**src/uevp_pkg.sv**
```systemverilog
package uevp_pkg;

   // register byte addresses on the wishbone slave
   localparam logic [7:0] UEVP_ADR_ERR_EN    = 8'h00; // usb_error_irq_enable
   localparam logic [7:0] UEVP_ADR_ERR_FLAG  = 8'h04; // usb_error_flag_status
   localparam logic [7:0] UEVP_ADR_PWM_CTRL  = 8'h08; // usb_vbus_pwm_control
   localparam logic [7:0] UEVP_ADR_IRQ_STAT  = 8'h0C; // sticky events, read clears
   localparam logic [7:0] UEVP_ADR_IRQ_MASK  = 8'h10; // same layout as status
   localparam logic [7:0] UEVP_ADR_MODE      = 8'h14; // operating role
   localparam logic [7:0] UEVP_ADR_PWM_DUTY  = 8'h18; // generator duty compare
   localparam logic [7:0] UEVP_ADR_EP_BASE   = 8'h40; // endpoint 0..15, one word each

   // writable masks, every other bit reads zero
   localparam logic [15:0] UEVP_ERR_EN_MASK  = 16'h00BF;
   localparam logic [15:0] UEVP_EP0_MASK     = 16'h00DF;
   localparam logic [15:0] UEVP_EPN_MASK     = 16'h001F;
   localparam logic [15:0] UEVP_PWM_MASK     = 16'h8300;
   localparam logic [15:0] UEVP_IRQ_MASK_W   = 16'h0007;

   // field positions
   localparam int UEVP_EP_LOW_SPEED_DIRECT_CONNECT   = 7;
   localparam int UEVP_EP_RETRY  = 6;
   localparam int UEVP_EP_CONDIS = 4;
   localparam int UEVP_EP_RXEN   = 3;
   localparam int UEVP_EP_TXEN   = 2;
   localparam int UEVP_EP_STALL  = 1;
   localparam int UEVP_EP_HSHK   = 0;
   localparam int UEVP_PWM_EN    = 15;
   localparam int UEVP_PWM_POL   = 9;
   localparam int UEVP_PWM_CNT   = 8;
   localparam int UEVP_ERR_EOF   = 1;
   localparam int UEVP_IRQ_ERR   = 0;
   localparam int UEVP_IRQ_STALL = 1;
   localparam int UEVP_IRQ_SETUP = 2;

   // reset values
   localparam logic [15:0] UEVP_RST_REG  = 16'h0000;
   localparam logic [7:0]  UEVP_RST_DUTY = 8'h80;

   // error events from the link, one-cycle pulses
   typedef struct packed {
      logic bitstuff;
      logic dma;
      logic turnaround;
      logic field_size;
      logic data_crc;
      logic token_crc;  // device role source of bit 1
      logic frame_end;  // host role source of bit 1
      logic pid;
   } uevp_err_evt_type;

   // token presented by the packet engine
   typedef struct packed {
      logic       valid;
      logic       setup;
      logic       is_in;  // device sends data
      logic [3:0] ep;
   } uevp_token_type;

   // verdict on a token, one cycle later
   typedef struct packed {
      logic valid;
      logic rx_ok;
      logic tx_ok;
      logic setup_ok;
      logic stalled;
      logic handshake;
   } uevp_verdict_type;

endpackage

```
**src/uevp_top.sv**
```systemverilog
// Decided for this implementation: the register addresses and the Wishbone slave port.
`timescale 1ns/1ps
// Contract
// - error enable has seven writable bits
// - enable bit gates its error; resets zero
// - turnaround timeout enable sits at bit four
// - bit one gates crc5 or end-of-frame by role
// - summary flag only from enabled errors
// - sixteen endpoint registers, low byte only
// - endpoint zero bit seven enables low-speed
// - bit six set suppresses nak retries
// - those two bits only endpoint zero, host
// - bit four blocks setup when bidirectional
// - bit four ignored unless both directions
// - bit three receive, bit two transmit
// - bit one reads one when stalled
// - bit zero enables handshake packets
// - generator off holds output at idle level
// - polarity bit nine selects active low
// - bit eight runs or stops the counter
module uevp_top
   import uevp_pkg::*;
(
   input  wire logic             mclk,
   input  wire logic             rst,
   input  wire logic             wb_cyc_i,
   input  wire logic             wb_stb_i,
   input  wire logic             wb_we_i,
   input  wire logic [7:0]       wb_adr_i,
   input  wire logic [3:0]       wb_sel_i,
   input  wire logic [31:0]      wb_dat_i,
   output logic      [31:0]      wb_dat_o,
   output logic                  wb_ack_o,
   input  wire uevp_err_evt_type err_evt,
   input  wire uevp_token_type   token,
   input  wire logic             stall_evt,
   input  wire logic [3:0]       stall_ep,
   output uevp_verdict_type      verdict,
   output logic                  usb_error_summary_flag,
   output logic                  low_speed_direct_connect,
   output logic                  nak_retry_disable,
   output logic                  vbus_pwm_out,
   output logic                  irq
);

   // merge a write into a 16-bit register through byte lanes and a bit mask
   function automatic logic [15:0] wmerge(input logic [15:0] old_v,
                                          input logic [31:0] dat,
                                          input logic [3:0]  sel,
                                          input logic [15:0] msk);
      logic [15:0] lane;
      lane = {{8{sel[1]}}, {8{sel[0]}}};
      wmerge = ((old_v & ~lane) | (dat[15:0] & lane)) & msk;
   endfunction

   // true when an address hits an endpoint word
   function automatic logic ep_hit(input logic [7:0] adr);
      ep_hit = (adr[7:6] == UEVP_ADR_EP_BASE[7:6]) && (adr[1:0] == 2'b00);
   endfunction

   // bus slave state
   logic        ack_r, ack_nxt;           // one-cycle answer
   logic [31:0] rdat_r, rdat_nxt;         // read data shown with ack
   // registers
   logic [15:0] err_en_r, err_en_nxt;     // usb_error_irq_enable
   logic [15:0] err_flag_r, err_flag_nxt; // usb_error_flag_status
   logic [15:0] pwm_r, pwm_nxt;           // usb_vbus_pwm_control
   logic [7:0]  duty_r, duty_nxt;         // duty compare
   logic        host_r, host_nxt;         // 1 = host role
   logic [15:0] ep_r   [16];              // usb_endpoint_control
   logic [15:0] ep_nxt [16];
   logic [15:0] ist_r, ist_nxt;           // interrupt status
   logic [15:0] imsk_r, imsk_nxt;         // interrupt mask
   // derived outputs
   logic             sum_r, sum_nxt;
   logic             low_speed_direct_connect_r, low_speed_direct_connect_nxt;
   logic             rdis_r, rdis_nxt;
   logic [7:0]       cnt_r, cnt_nxt;      // generator counter
   logic             pwm_o_r, pwm_o_nxt;
   logic             irq_r, irq_nxt;
   uevp_verdict_type vd_r, vd_nxt;

   // request decode
   logic        req, wr_go, rd_go;
   logic [15:0] err_raw, err_new;
   logic [15:0] ep_sel;
   logic [15:0] ep_tok;

   assign req   = wb_cyc_i & wb_stb_i;
   assign wr_go = req & wb_we_i & ack_r;   // write lands on the ack edge
   assign rd_go = req & ~wb_we_i & ack_r;  // read side effects on the ack edge

   // raw error vector in register layout, bit 1 picked by role
   always_comb
   begin
      err_raw = 16'h0000;
      err_raw[7] = err_evt.bitstuff;
      err_raw[5] = err_evt.dma;
      err_raw[4] = err_evt.turnaround;
      err_raw[3] = err_evt.field_size;
      err_raw[2] = err_evt.data_crc;
      err_raw[UEVP_ERR_EOF] = host_r ? err_evt.frame_end : err_evt.token_crc;
      err_raw[0] = err_evt.pid;
      err_new = err_raw & err_en_r;
   end

   // bus answer and read mux
   always_comb
   begin
      ack_nxt  = req & ~ack_r;
      rdat_nxt = 32'h0000_0000;  // unmapped addresses read zero
      if (req & ~ack_r & ~wb_we_i)
      begin
         if (ep_hit(wb_adr_i))
         begin
            rdat_nxt[15:0] = ep_r[wb_adr_i[5:2]];
            if (wb_adr_i[5:2] == 4'h0 && !host_r)
            begin
               // low-speed and retry bits hidden outside host role
               rdat_nxt[UEVP_EP_LOW_SPEED_DIRECT_CONNECT]  = 1'b0;
               rdat_nxt[UEVP_EP_RETRY] = 1'b0;
            end
         end
         else
         begin
            unique case (wb_adr_i)
               UEVP_ADR_ERR_EN:   rdat_nxt[15:0] = err_en_r;
               UEVP_ADR_ERR_FLAG: rdat_nxt[15:0] = err_flag_r;
               UEVP_ADR_PWM_CTRL: rdat_nxt[15:0] = pwm_r;
               UEVP_ADR_IRQ_STAT: rdat_nxt[15:0] = ist_r;
               UEVP_ADR_IRQ_MASK: rdat_nxt[15:0] = imsk_r;
               UEVP_ADR_MODE:     rdat_nxt[0]    = host_r;
               UEVP_ADR_PWM_DUTY: rdat_nxt[7:0]  = duty_r;
               default:           rdat_nxt       = 32'h0000_0000;
            endcase
         end
      end
   end

   always_ff @(posedge mclk)
   begin
      if (rst)
      begin
         ack_r  <= 1'b0;
         rdat_r <= 32'h0000_0000;
      end
      else
      begin
         ack_r  <= ack_nxt;
         rdat_r <= rdat_nxt;
      end
   end

   // control registers written by software
   always_comb
   begin
      err_en_nxt = err_en_r;
      pwm_nxt    = pwm_r;
      duty_nxt   = duty_r;
      host_nxt   = host_r;
      imsk_nxt   = imsk_r;
      if (wr_go)
      begin
         unique case (wb_adr_i)
            UEVP_ADR_ERR_EN:
               err_en_nxt = wmerge(err_en_r, wb_dat_i, wb_sel_i, UEVP_ERR_EN_MASK);
            UEVP_ADR_PWM_CTRL:
               pwm_nxt = wmerge(pwm_r, wb_dat_i, wb_sel_i, UEVP_PWM_MASK);
            UEVP_ADR_IRQ_MASK:
               imsk_nxt = wmerge(imsk_r, wb_dat_i, wb_sel_i, UEVP_IRQ_MASK_W);
            UEVP_ADR_MODE:
               host_nxt = wb_sel_i[0] ? wb_dat_i[0] : host_r;
            UEVP_ADR_PWM_DUTY:
               duty_nxt = wb_sel_i[0] ? wb_dat_i[7:0] : duty_r;
            default:
               ; // other addresses take no control write
         endcase
      end
   end

   // error flags: hardware sets, write one clears, set wins
   always_comb
   begin
      err_flag_nxt = err_flag_r;
      if (wr_go && wb_adr_i == UEVP_ADR_ERR_FLAG && wb_sel_i[0])
         err_flag_nxt = err_flag_r & ~{8'h00, wb_dat_i[7:0]};
      err_flag_nxt = (err_flag_nxt | err_raw) & UEVP_ERR_EN_MASK;
      // summary flag follows only the enabled flags
      sum_nxt = |(err_flag_nxt & err_en_nxt);
   end

   // endpoint registers; hardware stall wins over a software clear
   always_comb
   begin
      for (int i = 0; i < 16; i++)
      begin
         ep_sel[i] = wr_go && ep_hit(wb_adr_i) && (wb_adr_i[5:2] == 4'(i));
         ep_nxt[i] = ep_r[i];
         if (ep_sel[i])
         begin
            if (i == 0)
               ep_nxt[i] = wmerge(ep_r[i], wb_dat_i, wb_sel_i, UEVP_EP0_MASK);
            else
               ep_nxt[i] = wmerge(ep_r[i], wb_dat_i, wb_sel_i, UEVP_EPN_MASK);
            if (i == 0 && !host_r)
            begin
               // keep host-only bits untouched from device role
               ep_nxt[i][UEVP_EP_LOW_SPEED_DIRECT_CONNECT]  = ep_r[i][UEVP_EP_LOW_SPEED_DIRECT_CONNECT];
               ep_nxt[i][UEVP_EP_RETRY] = ep_r[i][UEVP_EP_RETRY];
            end
         end
         if (stall_evt && stall_ep == 4'(i))
            ep_nxt[i][UEVP_EP_STALL] = 1'b1;
      end
   end

   // token verdict from the addressed endpoint
   always_comb
   begin
      logic bidir;
      bidir  = ep_r[token.ep][UEVP_EP_RXEN] & ep_r[token.ep][UEVP_EP_TXEN];
      ep_tok = ep_r[token.ep];
      vd_nxt           = '0;
      vd_nxt.valid     = token.valid;
      vd_nxt.rx_ok     = token.valid & ~token.is_in & ~token.setup & ep_tok[UEVP_EP_RXEN];
      vd_nxt.tx_ok     = token.valid & token.is_in & ep_tok[UEVP_EP_TXEN];
      // setup needs both directions and the disable bit clear
      vd_nxt.setup_ok  = token.valid & token.setup & bidir & ~ep_tok[UEVP_EP_CONDIS];
      vd_nxt.stalled   = token.valid & ep_tok[UEVP_EP_STALL];
      vd_nxt.handshake = token.valid & ep_tok[UEVP_EP_HSHK];
   end

   // host-only endpoint zero outputs
   always_comb
   begin
      low_speed_direct_connect_nxt = host_r & ep_r[0][UEVP_EP_LOW_SPEED_DIRECT_CONNECT];
      rdis_nxt = host_r & ep_r[0][UEVP_EP_RETRY];
   end

   // vbus generator: counter runs and wraps while bits fifteen and eight are both set, compare against duty
   always_comb
   begin
      logic active;
      active = pwm_r[UEVP_PWM_EN] && (cnt_r < duty_r);
      cnt_nxt = cnt_r;
      if (!pwm_r[UEVP_PWM_EN])
         cnt_nxt = 8'h00;                         // idle generator restarts from zero
      else if (pwm_r[UEVP_PWM_CNT])
         cnt_nxt = cnt_r + 8'h01;
      // xor with polarity: active-low output idles high
      pwm_o_nxt = active ^ pwm_r[UEVP_PWM_POL];
   end

   // interrupt status: sticky, read clears, a new event wins
   always_comb
   begin
      logic [15:0] ev;
      ev = 16'h0000;
      ev[UEVP_IRQ_ERR]   = |err_new;
      ev[UEVP_IRQ_STALL] = stall_evt;
      ev[UEVP_IRQ_SETUP] = token.valid & token.setup & ~vd_nxt.setup_ok;
      ist_nxt = ist_r;
      if (rd_go && wb_adr_i == UEVP_ADR_IRQ_STAT)
         ist_nxt = 16'h0000;
      ist_nxt = ist_nxt | ev;
      irq_nxt = |(ist_nxt & imsk_nxt);
   end

   // register everything
   always_ff @(posedge mclk)
   begin
      if (rst)
      begin
         err_en_r   <= UEVP_RST_REG;
         err_flag_r <= UEVP_RST_REG;
         pwm_r      <= UEVP_RST_REG;
         duty_r     <= UEVP_RST_DUTY;
         host_r     <= 1'b0;
         imsk_r     <= UEVP_RST_REG;
         ist_r      <= UEVP_RST_REG;
         for (int i = 0; i < 16; i++)
            ep_r[i] <= UEVP_RST_REG;
         sum_r      <= 1'b0;
         low_speed_direct_connect_r     <= 1'b0;
         rdis_r     <= 1'b0;
         cnt_r      <= 8'h00;
         pwm_o_r    <= 1'b0;
         irq_r      <= 1'b0;
         vd_r       <= '0;
      end
      else
      begin
         err_en_r   <= err_en_nxt;
         err_flag_r <= err_flag_nxt;
         pwm_r      <= pwm_nxt;
         duty_r     <= duty_nxt;
         host_r     <= host_nxt;
         imsk_r     <= imsk_nxt;
         ist_r      <= ist_nxt;
         for (int i = 0; i < 16; i++)
            ep_r[i] <= ep_nxt[i];
         sum_r      <= sum_nxt;
         low_speed_direct_connect_r     <= low_speed_direct_connect_nxt;
         rdis_r     <= rdis_nxt;
         cnt_r      <= cnt_nxt;
         pwm_o_r    <= pwm_o_nxt;
         irq_r      <= irq_nxt;
         vd_r       <= vd_nxt;
      end
   end

   assign wb_ack_o                 = ack_r;
   assign wb_dat_o                 = rdat_r;
   assign verdict                  = vd_r;
   assign usb_error_summary_flag   = sum_r;
   assign low_speed_direct_connect = low_speed_direct_connect_r;
   assign nak_retry_disable        = rdis_r;
   assign vbus_pwm_out             = pwm_o_r;
   assign irq                      = irq_r;
   // checks
   property p_err_en_bits;
      @(posedge mclk) disable iff (rst) (err_en_r & ~UEVP_ERR_EN_MASK) == 16'h0000;
   endproperty
   a_err_en_bits: assert property (p_err_en_bits) else $error("error enable bad bits");

   property p_masked_no_sum;
      @(posedge mclk) disable iff (rst)
         (err_en_r == 16'h0000 && err_en_nxt == 16'h0000) |=> !usb_error_summary_flag;
   endproperty
   a_masked_no_sum: assert property (p_masked_no_sum) else $error("summary from masked");

   property p_turn_sets;
      @(posedge mclk) disable iff (rst)
         (err_evt.turnaround && err_en_r[4] && err_en_nxt[4]) |=> usb_error_summary_flag;
   endproperty
   a_turn_sets: assert property (p_turn_sets) else $error("timeout not flagged");

   property p_bit1_role;
      @(posedge mclk) disable iff (rst)
         (host_r && err_evt.token_crc && !err_evt.frame_end && !err_flag_r[1]) |=> !err_flag_r[1];
   endproperty
   a_bit1_role: assert property (p_bit1_role) else $error("crc5 flagged in host");

   property p_ep_high_zero;
      @(posedge mclk) disable iff (rst) ep_r[5][15:5] == 11'h000;
   endproperty
   a_ep_high_zero: assert property (p_ep_high_zero) else $error("endpoint bits stuck");

   property p_low_speed_direct_connect_dev;
      @(posedge mclk) disable iff (rst) !host_r |=> !low_speed_direct_connect;
   endproperty
   a_low_speed_direct_connect_dev: assert property (p_low_speed_direct_connect_dev) else $error("low speed in device");

   property p_retry;
      @(posedge mclk) disable iff (rst)
         $stable(host_r) |=> nak_retry_disable == ($past(host_r) && $past(ep_r[0][6]));
   endproperty
   a_retry: assert property (p_retry) else $error("retry disable wrong");

   property p_setup;
      @(posedge mclk) disable iff (rst)
         token.valid && token.setup && ep_tok[4] && ep_tok[3] && ep_tok[2]
         |=> verdict.valid && !verdict.setup_ok;
   endproperty
   a_setup: assert property (p_setup) else $error("setup not blocked");

   property p_setup_ign;
      @(posedge mclk) disable iff (rst)
         token.valid && token.setup && !(ep_tok[3] && ep_tok[2]) |=> !verdict.setup_ok;
   endproperty
   a_setup_ign: assert property (p_setup_ign) else $error("setup on one-way ep");

   property p_stall_set;
      @(posedge mclk) disable iff (rst) stall_evt && stall_ep == 4'h5 |=> ep_r[5][1];
   endproperty
   a_stall_set: assert property (p_stall_set) else $error("stall lost");

   property p_pwm_idle;
      @(posedge mclk) disable iff (rst)
         !pwm_r[15] |=> vbus_pwm_out == $past(pwm_r[9]);
   endproperty
   a_pwm_idle: assert property (p_pwm_idle) else $error("idle level wrong");

   property p_cnt_hold;
      @(posedge mclk) disable iff (rst)
         pwm_r[15] && !pwm_r[8] && $stable(pwm_r) |=> $stable(cnt_r);
   endproperty
   a_cnt_hold: assert property (p_cnt_hold) else $error("counter ran");

   property p_ack_once;
      @(posedge mclk) disable iff (rst) wb_ack_o |=> !wb_ack_o;
   endproperty
   a_ack_once: assert property (p_ack_once) else $error("ack held");

   c_write: cover property (@(posedge mclk) disable iff (rst) wr_go);
   c_irq: cover property (@(posedge mclk) disable iff (rst) $rose(irq));
   c_setup: cover property (@(posedge mclk) disable iff (rst) verdict.setup_ok);
   c_pwm: cover property (@(posedge mclk) disable iff (rst) $rose(vbus_pwm_out));

endmodule

```
**config.mk**
```make
export PLATFORM = sky130hd
export DESIGN_NAME = uevp_top
export DESIGN_NICKNAME = d
export VERILOG_FILES = /design/src/uevp_pkg.sv /design/src/uevp_top.sv
export SDC_FILE = /design/constraint.sdc
export NUM_CORES = 1
export LEC_CHECK = 0
export ABC_AREA = 1
export BUFFER_PORTS_ARGS = -buffer_cell sky130_fd_sc_hd__buf_2
export CORE_MARGIN = 2
export CORE_UTILIZATION = 45
export DETAILED_ROUTE_END_ITERATION = 10
export PLACE_DENSITY = 0.73
export SLEW_MARGIN = 20
export SYNTH_ARGS = -nofsm -noshare
export SYNTH_HDL_FRONTEND = slang
export SYNTH_SLANG_ARGS = --single-unit
export TNS_END_PERCENT = 5
```
**constraint.sdc**
```tcl
create_clock -name mclk -period 1.9 [get_ports mclk]
set_input_delay 0.38 -clock mclk [delete_from_list [all_inputs] [get_ports mclk]]
set_output_delay 0.38 -clock mclk [all_outputs]
set_load 0.005 [all_outputs]
```
==> results of run 1 <==
==> power by group <==
| part | internal [mW] | leakage, nW | switching [mW] |
|---|---|---|---|
| registers | 3.71 | 1.42 | 0.0144 |
| clock network | 1.99 | 0.281 | 1.59 |
| logic | 0.247 | 2.91 | 0.438 |
| total | 5.95 | 4.62 | 2.04 |
==> what timing repair did <==
action	in CTS	in global routing
hold endpoints to repair	0	0
setup buffers	0	2
gates resized for setup	0	1
endpoints found under the setup margin	0	6
==> critical path, cell delays in order (launching register included) <==
cell     delay, ns
dfxtp_1       0.34
nand4_1       0.21
nor2_4        0.27
buf_4         0.16
nand2_2       0.11
nor3_4        0.21
buf_12        0.16
o21ai_0       0.08
a21oi_1       0.14
==> logic make-up after synthesis <==
kind of cell / Yosys count / share of synthesized area
AO/OA/AOI/OAI: 342 / 0.215
adder cells (fa/ha/maj): 8 / 0.0114
buffers and inverters: 248 / 0.119
flip-flops: 176 / 0.401
other: 1 / 0.000427
AND/OR/NAND/NOR: 469 / 0.253
==> worst max path at each step <==
stage / slack [ns] / from / endpoint
6_report: 0.15 / wb_ack_o / flop
3_5_place_dp: -0.14 / wb_adr_i[7] / ep_r[13][1]
3_3_place_gp: -0.11 / wb_adr_i[3] / wb_dat_o[15]
4_1_cts: 0.08 / wb_ack_o / ep_r[13][1]
5_1_grt: 0.003 / wb_ack_o / usb_error_summary_flag
2_1_floorplan: 0.25 / token[0] / irq
==> cells in the final DEF (no fill, tap or decap), types with 8 or more instances in the layout <==
cell	netlist	final
nor2_1	90	90
a21oi_1	111	111
clkinv_1	9	9
o211ai_1	9	9
nor2_4	12	12
o22ai_1	43	43
conb_1	1	16
nand2_1	216	216
ha_1	8	8
buf_12	0	11
o21ai_1	9	9
nand2_2	8	8
o21ai_0	133	133
clkbuf_16	0	17
nor3_1	26	26
a211oi_1	18	18
buf_2	13	73
buf_4	19	116
inv_1	168	166
nand3_1	68	68
nand4_1	18	18
dfxtp_1	176	176
==> through the flow <==
| step | setup TNS (ns) | util | hold WS, ns | area, um2 | std cells |
|---|---|---|---|---|---|
| after detailed placement | -2.42 | 0.530 | 0.438 | 10200 | 1655 |
| after floorplan | 0 | - | 0.424 | 8840 | 1259 |
| after global routing | 0 | 0.562 | 0.112 | 10900 | 1690 |
| after global placement | -1.64 | 0.530 | 0.433 | 10200 | 1655 |
| final | 0 | 0.562 | 0.121 | 10900 | 1690 |
| after CTS | 0 | 0.561 | 0.109 | 10800 | 1687 |
==> metal layers <==
layer  wire (um)  vias up  global-route usage
met5           0        -                   0
met4         646        0              0.0862
met3        2100       55              0.0500
met2       12300      414               0.427
met1       12000     4122               0.367
li1            -     4462                   -
==> cell type report <==
type / instances / area, um2 / area share
sequential: 176 / 3520 / 0.324
multi-input combinational: 835 / 4270 / 0.393
clock inverter: 14 / 155 / 0.0143
clock buffer: 18 / 439 / 0.0404
timing repair buffer: 200 / 1460 / 0.134
inverter: 181 / 679 / 0.0626
tap: 265 / 332 / 0.0305
antenna: 1 / 2.50 / 0.000230
==> reports/metrics.cfg, run 1 <==
[sta]
tightest_slew_ns=0.494
setup_violations=0
finalHoldViolCount=0
rsz0062_at_grt=no
clock_skew_ns=0.00815
layout_setup_ws_ns=0.145
max_freq_mhz=570
max_slew_margin=0.667
timing.final.max_slew_violations=0
timing.final.crit_period_ns=1.75
period_share=0.924

[synthesis]
yosys.area.top_type=dfxtp_1
synth_edf_count=0
yosys-top-cells-count=nand2_1, dfxtp_1, inv_1
synth_cell_types=41
yosysMostFrequentCell=nand2_1
avgSynthCellArea_um2=7.06
ys.flop_type=dfxtp_1
synth_seq_cells=176
syn_inst=1244
yosys.area.top_type_share=0.401
synthTopCellsByArea=dfxtp_1, nand2_1, o21ai_0, inv_1, a21oi_1
syn-cell-area_um2=8780
async_flop_share=0
ys_seq_area_frac=0.401
yosysWarnings=0

[worst_setup_path]
startpoint_type=flop
r2r_start=wb_ack_o
critPathCaptureType=flop
ff2ff_path_depth=8
crit_arrival_ns=2.12
required_ns=2.26
critPathKind=reg -> reg
reg2reg_slack_ns=0.15
cp_max_fo=8

[pwr]
p_total_mw=7.99
leakagePower_nw=4.62
ir_drop_mv=0.593
power.density_nw_per_um2=736

[layout]
nNetsFinal=1488
layout-drive-gt1-share=0.196
syn2layout_area_growth_pct=23.7
num-fill-cells=1797

[detailed_routing]
drc=0
firstDrtPassIters=8
via_count=9053
post_drt_wl_per_cell_um=16.0
routed_wl_um=27100
vias_per_cell=5.36
drt_iter0_markers=1196
postRouteAntennaNets=0

[die]
die_area_um2=20600
initial_utilization=0.454
core_area_um2=19300
die_w_um=144
pin_count=113
rows=51
die_h_um=144

[place]
dpl.hpwl_um=19800
numPortBuffers=73
routabilityCongestion=0.965
place_ws_ns=-0.145

[cts]
cts_inserted_buffers=17
ctsHoldBuffers=0
clk_path_buf_depth=2
clock_latency_ns=0.44
cts_max_level=4
path_clk_slew_ns=0.07
cts_sinks=176
cts_root_buffer=clkbuf_16
tritoncts=done

[global_route]
groute.usage.overall=0.268
first_global_vias=8374
grt_overflow=0
grt_pass1_wl_um=43100
grt_max_degree=73
antenna_found_initial=1

[min_path]
min_from=token[5]
min_to=verdict[4]
hold_depth=2
hp-class=in -> reg

[status]
outcome=completed

[flow_run]
cap_violations=0

Power figures use the tool's default switching activity.
==> run 2: changes to the inputs <==
CTS_CLUSTER_DIAMETER = 40   (was default)
REMOVE_ABC_BUFFERS = 1   (was default)
==> run 2 against run 1 <==
Effect of this change:
- worst setup slack lost 0.040 ns
- clock power grew 3%
- routed wire length grew 3.0%
- core utilization is essentially flat
- sequential share of layout area is essentially flat
- power grew 1.5%
- fmax shrank 2.2%
- die area is the same
- sequential power is essentially flat
- final cell count is the same
- global-route usage grew 0.78 points
- clock-buffer cell count shrank 1
- highest routed layer unchanged
==> reports/metrics.cfg, run 2 (same netlist as run 1, synthesis figures left out) <==
[cts]
cts_inserted_buffers=17  ; unchanged
postCtsSetupRepairBufs=0  ; unchanged
path_clk_slew_ns=0.07  ; about the same
tritoncts=done
cts_max_level=4  ; unchanged
clk_path_buf_depth=2  ; unchanged
cts_sinks=176  ; unchanged
cts_root_buffer=clkbuf_16
clock_latency_ns=0.44  ; about the same

[die]
die_h_um=144  ; unchanged
pin_count=113  ; unchanged
rows=51  ; unchanged
initial_utilization=0.454  ; unchanged
die_area_um2=20600  ; unchanged
die_w_um=144  ; unchanged
core_area_um2=19300  ; unchanged

[sta]
setup_violations=0  ; unchanged
finalHoldViolCount=0  ; unchanged
period_share=0.945  ; +0.0212
clock_skew_ns=0.0114  ; +0.00329 ns
rsz0062_at_grt=yes
layout_setup_ws_ns=0.105  ; -0.0402 ns
holdWs_ns=0.112  ; -0.00951 ns
fin_tns_setup_ns=0  ; unchanged
max_slew_margin=0.566  ; -0.101
timing.final.max_slew_violations=0  ; unchanged
timing.final.crit_period_ns=1.79  ; +0.0402 ns
tightest_slew_ns=0.647  ; +0.153 ns
max_freq_mhz=557  ; -2.2%

[pwr]
power.switching_mw=2.14  ; +5.1%
ir_drop_mv=0.500  ; -16%
p_sw_frac=0.264  ; +0.00906
clkPwrFrac=0.454  ; +0.006
seq_power_share=0.460  ; -0.006
intPower_mw=5.97  ; +0.25%
pwr-share-comb=0.087  ; about the same
leakagePower_nw=4.64  ; +0.57%
p_total_mw=8.11  ; +1.5%
power.density_nw_per_um2=746  ; +1.4%

[global_route]
grt_pass1_wl_um=43500  ; +1.0%
antenna_found_initial=0  ; -1
grt_max_degree=58  ; -21%
grt_overflow=0  ; unchanged
first_global_vias=8234  ; -1.7%
groute.usage.overall=0.276  ; +0.00779

[detailed_routing]
drc=0  ; unchanged
routed_wl_um=27900  ; +3.0%
postRouteAntennaNets=0  ; unchanged
vias_per_cell=5.34  ; -0.22%
post_drt_wl_per_cell_um=16.5  ; +3.0%
via_count=9033  ; -0.22%
firstDrtPassIters=6  ; -2
drt_iter0_markers=968  ; -19%

[flow_run]
cap_violations=0  ; unchanged

[place]
dpl.hpwl_um=20900  ; +5.7%
dp_cells=1658  ; +0.18%
numPortBuffers=73  ; unchanged
routabilityCongestion=0.952  ; -1.3%
dpl_cell_area_um2=10200  ; about the same
place_ws_ns=-0.150  ; -0.00516 ns

[layout]
fin_cells=1690  ; unchanged
n_antenna_cell=0  ; -1
layout-drive-gt1-share=0.196  ; about the same
design_area_um2=10900  ; about the same
syn2layout_area_growth_pct=23.7  ; about the same
num-fill-cells=1871  ; +4.1%
nNetsFinal=1489  ; +0.067%
multiInputGateArea_um2=4270  ; unchanged
ff_latch_area_um2=3520  ; unchanged
utilization=0.562  ; about the same
final_cell_mix=nand2_1, dfxtp_1, inv_1
final_common_cell=nand2_1

[worst_setup_path]
r2r_start=wb_ack_o
crit_arrival_ns=2.17  ; +0.05 ns
reg2reg_slack_ns=0.11  ; -0.04 ns
critPathCaptureType=flop
critPathKind=reg -> reg
cp_max_fo=8  ; unchanged
ff2ff_path_depth=9  ; +1
required_ns=2.27  ; about the same
startpoint_type=flop

[min_path]
hp-class=in -> reg
min_from=token[5]
hold_depth=2  ; unchanged
min_to=verdict[4]

[status]
outcome=completed

-- run 2: area by class of cell --
class | count | area share
Clock buffer | 17 | 0.0392
Clock inverter | 15 | 0.0178
Inverter | 181 | 0.0625
Multi-Input combinational cell | 835 | 0.393
Sequential cell | 176 | 0.324
Tap cell | 265 | 0.0305
Timing Repair Buffer | 201 | 0.132
-- run 2: repair_timing --
item,in CTS,in global routing
setup endpoints to repair,0,3
hold buffers,0,0
gates resized for setup,0,1
-- run 2: worst max path at each step --
| stage | start | end | slack [ns] |
|---|---|---|---|
| floorplan | rst | cnt_r[2] | -0.05 |
| global placement | wb_adr_i[1] | wb_dat_o[14] | -0.09 |
| detailed placement | wb_adr_i[1] | wb_dat_o[13] | -0.15 |
| CTS | wb_ack_o | flop | 0.11 |
| global route | wb_ack_o | irq | -0.02 |
| finish | wb_ack_o | flop | 0.11 |
-- run 2: critical path, cell delays in order (launching register included) --
cell and delay [ns]:
dfxtp_1 0.39, nand4_1 0.20, nor2_4 0.21, buf_4 0.16
nand2_2 0.05, buf_4 0.14, nor3_4 0.16, buf_4 0.20
o21ai_0 0.09, a21oi_1 0.13
-- run 2: layer usage --
layer,wire (um),GRT usage,share of wire,vias to the layer above
li1,-,-,-,4461
met1,12700,0.395,0.45,4086
met4,914,0.111,0.033,0
met3,2230,0.0450,0.080,79
met2,12100,0.412,0.43,407
met5,0,0,0,-
-- run 2: power groups by stage --
stage               sequential, mW  combinational [mW]  clock (mW)
floorplan                     3.81               0.280           0
global placement              3.81               0.678           0
detailed placement            3.81               0.684           0
CTS                           3.73               0.688        3.71
global route                  3.73               0.760        3.87
finish                        3.73               0.702        3.68
==> run 3: changes to the inputs <==
==> constraint.sdc (replaced) <==
create_clock -name mclk -period 1.9 [get_ports mclk]
set_input_delay 0.285 -clock mclk [delete_from_list [all_inputs] [get_ports mclk]]
set_output_delay 0.285 -clock mclk [all_outputs]
set_load 0.005 [all_outputs]
==> run 3 against run 2 <==
Effect of this change:
- register-to-register slack barely moved
- clock power fell by 3%
- sequential cell count did not move
- hold slack got worse by 0.093 ns
- non-clock buffer count fell by 45
==> reports/metrics.cfg, run 3 (same netlist as run 1, synthesis figures left out) <==
[flow_run]
cap_violations=0  ; unchanged

[global_route]
grt_overflow=0  ; unchanged
grt_max_degree=61  ; +5.2%
antenna_found_initial=0  ; unchanged
first_global_vias=7913  ; -3.9%
grt_pass1_wl_um=42400  ; -2.6%
groute.usage.overall=0.267  ; -0.00863

[sta]
clock_skew_ns=0.00718  ; -0.00426 ns
finalHoldViolCount=0  ; unchanged
tightest_slew_ns=0.656  ; +0.00867 ns
timing.final.max_slew_violations=0  ; unchanged
period_share=0.943  ; -0.00167
timing.final.crit_period_ns=1.79  ; -0.00318 ns
setup_violations=0  ; unchanged
max_freq_mhz=558  ; +0.18%
fin_tns_setup_ns=0  ; unchanged
max_slew_margin=0.560  ; -0.00582
holdWs_ns=0.0184  ; -0.0933 ns
rsz0062_at_grt=yes

[die]
die_w_um=144  ; unchanged
die_h_um=144  ; unchanged
core_area_um2=19300  ; unchanged
initial_utilization=0.454  ; unchanged
die_area_um2=20600  ; unchanged
rows=51  ; unchanged
pin_count=113  ; unchanged

[layout]
num-fill-cells=1828  ; -2.3%
layout-drive-gt1-share=0.170  ; -0.0255
final_cell_mix=nand2_1, dfxtp_1, inv_1
syn2layout_area_growth_pct=19.7
n_antenna_cell=0  ; unchanged
final_common_cell=nand2_1
nNetsFinal=1444  ; -3.0%
utilization=0.544  ; -0.0184
design_area_um2=10500  ; -3.3%
fin_cells=1645  ; -2.7%

[cts]
ctsHoldBuffers=0  ; unchanged
clock_latency_ns=0.44  ; about the same
path_clk_slew_ns=0.07  ; about the same
cts_max_level=4  ; unchanged
cts_resized=0  ; unchanged
cts_inserted_buffers=17  ; unchanged
clk_path_buf_depth=2  ; unchanged
cts_sinks=176  ; unchanged
cts_root_buffer=clkbuf_16
tritoncts=done
postCtsSetupRepairBufs=0  ; unchanged

[pwr]
ir_drop_mv=0.588  ; +17%
p_sw_frac=0.257  ; -0.00754
intPower_mw=5.93  ; -0.66%
power.switching_mw=2.05  ; -4.5%
leakagePower_nw=4.41  ; -4.9%
clkPwrFrac=0.448  ; -0.006
power.density_nw_per_um2=759  ; +1.7%
pwr-share-comb=0.084  ; -0.003
seq_power_share=0.468  ; +0.008

[worst_setup_path]
required_ns=2.23  ; -0.04 ns
crit_arrival_ns=2.12  ; -0.05 ns
critPathKind=reg -> reg
critPathCaptureType=flop
cp_max_fo=8  ; unchanged
reg2reg_slack_ns=0.11  ; about the same
startpoint_type=flop

[detailed_routing]
routed_wl_um=27200  ; -2.3%
postRouteAntennaNets=0  ; unchanged
firstDrtPassIters=6  ; unchanged
vias_per_cell=5.45  ; +2.0%
post_drt_wl_per_cell_um=16.6  ; +0.36%
drc=0  ; unchanged
drt_iter0_markers=1166  ; +20%
via_count=8972  ; -0.68%

[place]
dp_cells=1613  ; -2.7%
numPortBuffers=73  ; unchanged
dpl.hpwl_um=19800  ; -5.3%
routabilityCongestion=0.942  ; -1.0%
dpl_cell_area_um2=9910  ; -3.3%

[min_path]
hp-class=in -> reg

[status]
outcome=completed

run 3: cell count changes in the layout (fill, tap and decap cells not counted), sizes merged:
| cell | change |
|---|---|
| buf | -45 |
| clkbuf | +1 |
| clkinv | -4 |
| clkinvlp | +3 |
run 3: final cells by class:
cell class | instances | area, um2 | share of cell area
Timing Repair Buffer | 156 | 1100 | 0.105
Clock buffer | 18 | 439 | 0.0418
Inverter | 181 | 679 | 0.0646
Multi-Input combinational cell | 835 | 4280 | 0.407
Tap cell | 265 | 332 | 0.0315
Clock inverter | 14 | 153 | 0.0145
Sequential cell | 176 | 3520 | 0.335
run 3: layer usage:
metal	global-route usage	vias up	routed length, um
li1	-	4382	-
met1	0.387	4112	12100
met2	0.413	427	12200
met3	0.0373	51	2310
met4	0.0784	0	593
met5	0	-	0
run 3: worst paths after layout:
| path | start | to | depth (start not counted) |
|---|---|---|---|
| max | wb_ack_o | flop | 8 |
| min | token[5] | verdict[4] | 2 |
| max reg2reg | wb_ack_o | flop | 8 |
| min reg2reg | ist_r[12] | ist_r[12] | 2 |
run 3: critical path, cell delays in order (launching register included):
cell and delay, ns:
dfxtp_1 0.39, nand4_1 0.23, nor2_4 0.24, nand2_1 0.12, inv_1 0.19, nand3_2 0.12
buf_4 0.18, o21ai_0 0.16, a21oi_1 0.05
run 3: power groups by stage:
stage	sequential, mW	clock (mW)	combinational [mW]
after detailed placement	3.81	0	0.654
after floorplan	3.81	0	0.280
final	3.73	3.57	0.674
after CTS	3.73	3.60	0.658
after global placement	3.81	0	0.647
after global routing	3.73	3.77	0.723
run 3: stage by stage:
stage          power (mW)  setup WS (ns)
3_3_place_gp         4.46        -0.0776
4_1_cts              7.99         0.0428
3_5_place_dp         4.47        -0.0379
6_report             7.98          0.108
5_1_grt              8.22        -0.0538
2_1_floorplan        4.09         0.0471
